**config.mk**
```make
export PLATFORM = sky130hd
export DESIGN_NAME = hdca_top
export DESIGN_NICKNAME = d
export VERILOG_FILES = /design/src/rtl/hdca_pkg.sv /design/src/rtl/hdca_slot_gate.sv /design/src/rtl/hdca_tx_byte_port.sv /design/src/rtl/hdca_top.sv
export SDC_FILE = /design/constraint.sdc
export NUM_CORES = 1
export LEC_CHECK = 0
export BUFFER_PORTS_ARGS = -buffer_cell sky130_fd_sc_hd__buf_2
export CAP_MARGIN = 0
export CORE_ASPECT_RATIO = 0.6
export CORE_MARGIN = 4
export CORE_UTILIZATION = 38
export CTS_CLUSTER_DIAMETER = 100
export DETAILED_ROUTE_END_ITERATION = 6
export PLACE_DENSITY_LB_ADDON = 0.25
export SYNTH_ARGS = -nofsm -noshare
export SYNTH_HDL_FRONTEND = slang
export SYNTH_SLANG_ARGS = --single-unit
```
**constraint.sdc**
```tcl
create_clock -name sys_clk -period 1.5 [get_ports sys_clk]
set_clock_uncertainty 0.2 [all_clocks]
set_input_delay 0 -clock sys_clk [delete_from_list [all_inputs] [get_ports sys_clk]]
set_output_delay 0 -clock sys_clk [all_outputs]
set_load 0.03 [all_outputs]
```
**src/rtl/hdca_pkg.sv**
```systemverilog
// Purpose: Constants for the HDLC channel assignment block
// Assumes: 8-bit register port, 24 DS0 slots per T1 frame
// Notes:   Offsets are byte addresses of the control port
//
// Functional notes
// Host writes packet bytes at 0x08, MSB first
// Bit 7 selects DS0 service over data link
// Host writes zero to control bit 6
// Single mode uses 5-bit channel number
// Suppress bits 7..0 drop DS0 bits 8..1
// Bit 5 selects channel number or block-select
package hdca_pkg;
    // ------------------------------------------------------------
    // Register offsets
    // ------------------------------------------------------------
    localparam logic [7:0] HDCA_TX_FIFO_OFF  = 8'h08; // Transmit packet byte port
    localparam logic [7:0] HDCA_RX_CTRL_OFF  = 8'h90; // Receive slot control
    localparam logic [7:0] HDCA_RX_SUPP_OFF  = 8'h91; // Receive bit suppress
    localparam logic [7:0] HDCA_TX_CTRL_OFF  = 8'h92; // Transmit slot control

    // ------------------------------------------------------------
    // Field positions and reset values
    // ------------------------------------------------------------
    localparam int         HDCA_ENABLE_BIT   = 7;     // Slot service enable
    localparam int         HDCA_UNUSED_BIT   = 6;     // Unassigned position
    localparam int         HDCA_MODE_BIT     = 5;     // Selection mode
    localparam int         HDCA_CHAN_MSB     = 4;     // Channel number top
    localparam logic [7:0] HDCA_CTRL_RST     = 8'h00; // Control reset value
    localparam logic [7:0] HDCA_SUPP_RST     = 8'h00; // Suppress reset value
    localparam logic [7:0] HDCA_UNMAPPED_RD  = 8'h00; // Answer for unmapped reads
    localparam logic [7:0] HDCA_CTRL_WMASK   = 8'hbf; // Bit 6 held at zero
    localparam logic [4:0] HDCA_LAST_SLOT    = 5'h17; // Slot 24 counted from zero
    localparam logic [2:0] HDCA_LAST_BIT     = 3'h7;  // DS0 bit 1 is last in slot
endpackage

```
**src/rtl/hdca_slot_gate.sv**
```systemverilog
// Purpose: Decides per DS0 bit whether HDLC data uses it
// Assumes: slot/bit position given by the framer each bit time
// Notes:   Pure combinational gate, one per direction
`timescale 1ns/1ps
module hdca_slot_gate
    import hdca_pkg::*;
(
    // Control register contents
    input  wire logic [7:0] slotCtrl,
    input  wire logic [7:0] bitSuppress,
    // Framer position
    input  wire logic [4:0] slotNum,
    input  wire logic [2:0] bitNum,
    input  wire logic       blockSelect,
    // Decision
    output logic            useFdl,
    output logic            useBit
);
    logic slotHit; // Slot selected by mode

    // --------------------------------------------------------
    // Slot selection
    // --------------------------------------------------------
    always_comb begin
        if (slotCtrl[HDCA_MODE_BIT]) begin
            slotHit = blockSelect;
        end else begin
            slotHit = (slotNum == slotCtrl[HDCA_CHAN_MSB:0]);
        end
        // Bit 0 of the suppress mask is the last DS0 bit sent
        useBit = slotCtrl[HDCA_ENABLE_BIT] && slotHit
               && !bitSuppress[HDCA_LAST_BIT - bitNum];
        useFdl = !slotCtrl[HDCA_ENABLE_BIT];
    end
endmodule

```
**src/rtl/hdca_tx_byte_port.sv**
```systemverilog
// Purpose: Holds the last packet byte written by the host
// Assumes: downstream HDLC core takes each byte on its one-cycle valid pulse
// Notes:   One byte of staging, no FIFO depth here
`timescale 1ns/1ps
module hdca_tx_byte_port
    import hdca_pkg::*;
(
    // Clock and reset
    input  wire logic       sys_clk,
    input  wire logic       reset,
    // Host side
    input  wire logic       byteWrite,
    input  wire logic [7:0] byteIn,
    // HDLC core side
    output logic [7:0]      txByte,
    output logic            txByteValid
);
    typedef struct packed {
        logic [7:0] data;
        logic       valid;
    } hdca_byte_t;

    hdca_byte_t st_r;   // Registered state
    hdca_byte_t st_nxt; // Next state

    // --------------------------------------------------------
    // Capture byte, pulse valid for one cycle
    // --------------------------------------------------------
    always_comb begin
        st_nxt       = st_r;
        st_nxt.valid = byteWrite;
        if (byteWrite) begin
            st_nxt.data = byteIn; // Bit 7 stays packet MSB
        end
    end

    always_ff @(posedge sys_clk) begin
        if (reset) begin
            st_r <= '0;
        end else begin
            st_r <= st_nxt;
        end
    end

    assign txByte      = st_r.data;
    assign txByteValid = st_r.valid;
endmodule

```
**src/rtl/hdca_top.sv**
```systemverilog
// Purpose: Register port and channel routing for both HDLC directions
// Assumes: host strobes are one cycle and never overlap
// Notes:   Read data stands only in the cycle after the read strobe
//
// The address-and-strobe port is this design's own decision.
`timescale 1ns/1ps
module hdca_top
    import hdca_pkg::*;
(
    // Clock and reset
    input  wire logic       sys_clk,
    input  wire logic       reset,
    // Host register port
    input  wire logic [7:0] regAddr,
    input  wire logic [7:0] regWrData,
    input  wire logic       regWrite,
    input  wire logic       regRead,
    output logic [7:0]      regRdData,
    // Receive framer position
    input  wire logic [4:0] rxSlotNum,
    input  wire logic [2:0] rxBitNum,
    input  wire logic       rxChannelBlockSelect,
    // Transmit framer position
    input  wire logic [4:0] txSlotNum,
    input  wire logic [2:0] txBitNum,
    input  wire logic       txChannelBlockSelect,
    // Routing decisions
    output logic            rxUseFacilityDataLink,
    output logic            rxHdlcBitEnable,
    output logic            txUseFacilityDataLink,
    output logic            txHdlcBitEnable,
    // Transmit byte toward the HDLC core
    output logic [7:0]      txHdlcByte,
    output logic            txHdlcByteValid
);
    // --------------------------------------------------------
    // State
    // --------------------------------------------------------
    typedef struct packed {
        logic [7:0] rxCtrl;   // rx_hdlc_slot_control
        logic [7:0] rxSupp;   // rx_hdlc_bit_suppress
        logic [7:0] txCtrl;   // tx_hdlc_slot_control
        logic [7:0] rdData;   // Read answer
    } hdca_regs_t;

    hdca_regs_t st_r;   // Registered state
    hdca_regs_t st_nxt; // Next state

    logic       rxFdl;  // Receive serves data link
    logic       rxBit;  // Receive bit used
    logic       txFdl;  // Transmit serves data link
    logic       txBit;  // Transmit bit used

    // Read decode used by the read path
    function automatic logic [7:0] readMux(input logic [7:0] a, input hdca_regs_t s);
        case (a)
            HDCA_RX_CTRL_OFF: readMux = s.rxCtrl;
            HDCA_RX_SUPP_OFF: readMux = s.rxSupp;
            HDCA_TX_CTRL_OFF: readMux = s.txCtrl;
            default:          readMux = HDCA_UNMAPPED_RD; // Byte port is write only
        endcase
    endfunction

    // --------------------------------------------------------
    // Register writes and read answer
    // --------------------------------------------------------
    always_comb begin
        st_nxt        = st_r;
        st_nxt.rdData = HDCA_UNMAPPED_RD; // Data only after a read
        if (regWrite) begin
            case (regAddr)
                // Bit 6 forced low so a careless host cannot set it
                HDCA_RX_CTRL_OFF: st_nxt.rxCtrl = regWrData & HDCA_CTRL_WMASK;
                HDCA_RX_SUPP_OFF: st_nxt.rxSupp = regWrData;
                HDCA_TX_CTRL_OFF: st_nxt.txCtrl = regWrData & HDCA_CTRL_WMASK;
                default:          st_nxt.rxSupp = st_r.rxSupp; // No register here
            endcase
        end
        if (regRead) begin
            st_nxt.rdData = readMux(regAddr, st_r);
        end
    end

    always_ff @(posedge sys_clk) begin
        if (reset) begin
            st_r <= '{HDCA_CTRL_RST, HDCA_SUPP_RST, HDCA_CTRL_RST, HDCA_UNMAPPED_RD};
        end else begin
            st_r <= st_nxt;
        end
    end

    assign regRdData = st_r.rdData;

    // --------------------------------------------------------
    // Per-direction slot gates
    // --------------------------------------------------------
    hdca_slot_gate u_rxGate (
        .slotCtrl    (st_r.rxCtrl),
        .bitSuppress (st_r.rxSupp),
        .slotNum     (rxSlotNum),
        .bitNum      (rxBitNum),
        .blockSelect (rxChannelBlockSelect),
        .useFdl      (rxFdl),
        .useBit      (rxBit)
    );

    // Transmit has no suppress register in this block
    hdca_slot_gate u_txGate (
        .slotCtrl    (st_r.txCtrl),
        .bitSuppress (HDCA_SUPP_RST),
        .slotNum     (txSlotNum),
        .bitNum      (txBitNum),
        .blockSelect (txChannelBlockSelect),
        .useFdl      (txFdl),
        .useBit      (txBit)
    );

    assign rxUseFacilityDataLink = rxFdl;
    assign rxHdlcBitEnable       = rxBit;
    assign txUseFacilityDataLink = txFdl;
    assign txHdlcBitEnable       = txBit;

    // --------------------------------------------------------
    // Transmit packet byte port
    // --------------------------------------------------------
    hdca_tx_byte_port u_txPort (
        .sys_clk     (sys_clk),
        .reset       (reset),
        .byteWrite   (regWrite && (regAddr == HDCA_TX_FIFO_OFF)),
        .byteIn      (regWrData),
        .txByte      (txHdlcByte),
        .txByteValid (txHdlcByteValid)
    );
endmodule

```
Word-level counts from Yosys, hierarchy flattened --
Memory sizes are Yosys's and may differ from the RTL's. Cells that the tools add are included.
Cells by class: add/sub/neg operators 2, $lt $le $gt $ge 2, equality and inequality tests 6, multiplexer cells 6, bitwise gates (word level) 1, reductions and logical operators 13
Operators by type and width (count):
- $eq A8 B8 Y1 const B | 3
- $pmux W8 S3 | 1
- $eq A5 B5 Y1 | 2
- $eq A8 B4 Y1 const B | 1
- $lt A3 B4 Y1 const B | 2
- $reduce_and A2 Y1 | 3
- $sub A3 B3 Y3 const A | 2
- $logic_and A1 B1 Y1 | 5
- $logic_not A1 Y1 | 4
- $mux W1 | 4
- $bmux W1 S3 | 1
- $reduce_or A2 Y1 | 1
- $not A1 Y1 | 1
Storage, ports and cells: register bits after elaboration 39, memory bits (read-only) 8, memories 1
Memories:
- (name not given) | depth 8, width 1, read ports 1, clocked after Yosys merged registers in 0, write ports 0, line hdca_slot_gate.sv:32 | && !bitSuppress[HDCA_LAST_BIT - bitNum];

Logic depth before layout (Yosys ltp) --
depth in word-level cells 5, depth in mapped cells 6

By module --
From an unflattened synthesis, not the netlist that was laid out.
Unflattened totals: cell total of the unflattened synthesis 189, area, all modules 2024.4 µm²
Modules (own cells, without submodules):
- hdca_top | times used 1, cells each 133, area each 1436.4 µm²
- hdca_tx_byte_port | times used 1, cells each 28, area each 312.8 µm²
- hdca_slot_gate | times used 2, cells each 14, area each 137.6 µm²

Worst setup path before layout --
No wires, ideal clock.
path kind register to output, start reg st_r[16] in the netlist's numbering, end out rxHdlcBitEnable, arrival time 1.420 ns, data required time 1.300 ns, path slack -0.120 ns, stages on the path, launching flop included 5, buffers on the path 0, path through dfxtp_1 mux4_2 mux2i_1 nand2_1 a21oi_1
On the way: cells in the longest elaborated chain, start to end 4
RTL lines:
- start, declared | line hdca_top.sv:46 | hdca_regs_t st_r;
- start signal, assigned | line hdca_top.sv:86 | st_r <= '{HDCA_CTRL_RST, HDCA_SUPP_RST, HDCA_CTRL_RST, HDCA_UNMAPPED_RD};
- start signal, assigned | line hdca_top.sv:88 | st_r <= st_nxt;
- $bmux W1 S3 | line hdca_slot_gate.sv:32
- $mux W1 (implied by the code) | line hdca_slot_gate.sv:32
- $logic_not A1 Y1 | line hdca_slot_gate.sv:32
- $logic_and A1 B1 Y1 | line hdca_slot_gate.sv:32
- end, declared | line hdca_top.sv:29 | output logic rxHdlcBitEnable,
Every way passes these cells. The select of a mux whose other input is x is not followed.

Final worst setup path --
start reg st_r[20] in the netlist's numbering, end out rxHdlcBitEnable
Same word-level chain as after synthesis.

==> impl_metrics.env <==
export IMPL_status="finished with violations"
export IMPL_failed_checks="setup timing"
export IMPL_hpwlAfterDp_um=3200
export IMPL_swShare_pct=21.7
export IMPL_synth_area_mm2=0.00178
export IMPL_fill_cells=396
export IMPL_syn2layout_area_growth_pct=40.2
export IMPL_drt_total_wl_um=4380
export IMPL_design_die_area_mm2=0.00588
export IMPL_required_ps=1300
export IMPL_cts_root_buf="clkbuf_8"
export IMPL_worst_setup_path_end_kind="output pin"
export IMPL_drcViolationCount=0
export IMPL_core_area_mm2=0.00430
export IMPL_comb_power_share_pct=9.0
export IMPL_critical_path_max_stage_delay_ps=460
export IMPL_die_h_um=61.0
export IMPL_clock_latency_ps=280
export IMPL_timing_fmax_mhz=567
export IMPL_drive_above_1_share_pct=34.2
export IMPL_ys_seq_area_share_pct=43.8
export IMPL_ys_warn_count=0
export IMPL_path_clk_slew_ps=70
export IMPL_min_path_type="input pin to flip-flop"
export IMPL_whs_path_depth=5
export IMPL_rsz0062_at_grt="true"
export IMPL_syn_inst=186
export IMPL_worst_pin_slew_ps=336
export IMPL_fin_util_pct=58.1
export IMPL_r2r_slack_ps=360
export IMPL_first_global_vias=1517
export IMPL_setup_viol=2
export IMPL_holdCritStartpoint="regAddr[0]"
export IMPL_syn_avg_cell_area_um2=9.58
export IMPL_crit_type="flip-flop to output pin"
export IMPL_relSlewSlack_pct=77.6
export IMPL_drv_cap=0
export IMPL_crit_fanout=2
export IMPL_power_mw=1.98
export IMPL_holdPathEnd="regRdData[3]"
export IMPL_final_max_slew_viol_count=0
export IMPL_cpMaxStageDelayCell="mux4_2"
export IMPL_gr_total_overflow=0
export IMPL_min_period_ps=1760
export IMPL_powerDensity_mw_per_mm2=792
export IMPL_initial_core_util_pct=41.4
export IMPL_ys_ff_latch=39
export IMPL_grt_start_max_net_pins=32
export IMPL_hold_slack_ps=42.8
export IMPL_drt_pass1_iterations=4
export IMPL_hold_viol_final=0
export IMPL_tns_ps=-319
export IMPL_post_route_period_util_pct=118
export IMPL_grt_use_total_pct=15.7
export IMPL_cts_num_sinks=39
export IMPL_path_buf_inv=1
export IMPL_rr_worst_depth=5
export IMPL_p_clk_share_pct=38.6
export IMPL_htreeDepth=2
export IMPL_path_delay_family="multiplexers"
export IMPL_placed_area_mm2=0.00219
export IMPL_yosysUniqueCellTypes=22
export IMPL_antenna_found_initial=0
export IMPL_rows=18
export IMPL_cts_buffers=5
export IMPL_globalplace_congestion=0.767
export IMPL_r2r_end="regRdData[1]"
export IMPL_vias=1502
export IMPL_design_area_mm2=0.00250
export IMPL_ir_worst_vdd_v=0.000378
export IMPL_cp_arrival_ps=1560
export IMPL_p_leak_nw=1.11
export IMPL_final_nets=306
export IMPL_pin_count=59
export IMPL_r2r_start="st_r[9]"
export IMPL_vias_per_cell=4.57
export IMPL_internal_power_mw=1.55
export IMPL_power_switching_mw=0.429
export IMPL_clockBufferDepth=2
export IMPL_grt_pass1_wl_um=7000
export IMPL_cts_tree="built"
export IMPL_ant_nets=0
export IMPL_die_x_um=96.4
export IMPL_critPathLaunchType="flip-flop"
export IMPL_port_buffers=55
export IMPL_pwr_share_seq_pct=52.4
export IMPL_finalWorstSetupSlack_ps=-263
export IMPL_path_cells="mux4_2 > mux2i_1 > nand2_1 > a21oi_2 > buf_6"
export IMPL_diodes=0
export IMPL_syn_nets=224
export IMPL_wl_per_cell_um=13.3
export IMPL_drt_iter0_markers=39
[Yosys cell counts, drive strengths merged]
cell type / instances / share of area [%]
nor3b: 3 / 1.3
a21oi: 9 / 2.5
mux2i: 38 / 21
and4: 1 / 0.49
mux4: 2 / 2.5
nor2b: 2 / 0.70
inv: 2 / 0.42
nand4: 2 / 0.70
xor2: 4 / 2.0
nand3: 3 / 0.84
nor2: 46 / 9.7
or3: 1 / 0.35
buf: 11 / 4.6
nand2: 4 / 0.84
dfxtp: 39 / 44
clkbuf: 5 / 1.1
xnor2: 6 / 2.9
nand3b: 3 / 1.3
nor3: 5 / 2.7
[per-stage QoR]
stage	instances	worst slack, ps
global placement	302	-101
global route	329	-408
detailed placement	302	-159
finish	329	-263
CTS	329	-290
floorplan	186	35.0
[final cells by class]
type / count / area [µm²] / area share, %
flip-flops and latches: 39 / 786 / 31.5
inverters: 2 / 7.51 / 0.301
well taps: 60 / 75.1 / 3.01
repair buffers: 91 / 622 / 24.9
clock buffers: 8 / 100 / 4.01
multi-input cells: 129 / 907 / 36.3
[tightest hold or removal path, stage by stage]
cell,delay [ps]
buf_2,110
buf_4,160
nor2_1,60
a21oi_1,110
nor2_1,40
[routing by layer]
| layer | track usage (%) | share of wire, % |
|---|---|---|
| met1 | 20.8 | 52 |
| met2 | 26.5 | 43 |
| met3 | 4.27 | 5.0 |
| met4 | 2.99 | 0.21 |
| met5 | 0 | 0 |
[cell families (layout without fill, tap and decap cells)]
group,count (synthesis),in the layout,share of synthesized area [%]
AOI/OAI and AO/OA,9,9,2.53
xor gates and xnor gates,10,10,4.92
buffers and inverters,18,101,6.04
DFF,39,39,43.8
muxes,40,40,23.9
and+or+nand+nor,70,70,18.8
[power by group through the flow]
stage / sequential [mW] / clock [mW] / combinational (mW)
2_1_floorplan: 1.06 / 0 / 0.0612
3_3_place_gp: 1.06 / 0 / 0.141
3_5_place_dp: 1.06 / 0 / 0.142
4_1_cts: 1.04 / 0.790 / 0.176
5_1_grt: 1.04 / 0.837 / 0.194
6_report: 1.04 / 0.765 / 0.178
[worst max path at each step]
stage	slack, ps	cells after the start	endpoint	from
6_report	-260	5	rxHdlcBitEnable	st_r[20]
5_1_grt	-410	5	rxHdlcBitEnable	st_r[16]
4_1_cts	-290	5	rxHdlcBitEnable	st_r[20]
3_5_place_dp	-160	6	st_r[26]	regAddr[2]
3_3_place_gp	-100	6	st_r[25]	regAddr[2]
2_1_floorplan	40	5	st_r[11]	regAddr[2]
[placed cells by master (no fill, tap or decap), drive strengths merged]
master       netlist  routed
dlygate4sd3        0      17
nor3               5       5
clkbuf             5       8
mux2i             38      38
and4               1       1
mux4               2       2
dfxtp             39      39
or3                1       1
nand4              2       2
xor2               4       4
nand3              3       3
nor2b              2       2
nor3b              3       3
buf               11      74
nand3b             3       3
a21oi              9       9
xnor2              6       6
nor2              46      46
inv                2       2
nand2              4       4
[registers in the layout (all words and copies together), names as in the netlist]
signal                count
u_txPort.txByte           8
u_txPort.txByteValid      1
st_r                     22
regRdData                 8
[timing repair]
action                                  4_1_cts  5_1_grt
gates cloned                                  0        0
pin swaps                                     4        0
buffers inserted                              2        0
endpoints found under the setup margin        2       10
hold buffers                                 17        0
hold endpoints to repair                     32        0
gates resized for setup                       6        3
No activity file was read; power rests on OpenSTA's default activity.
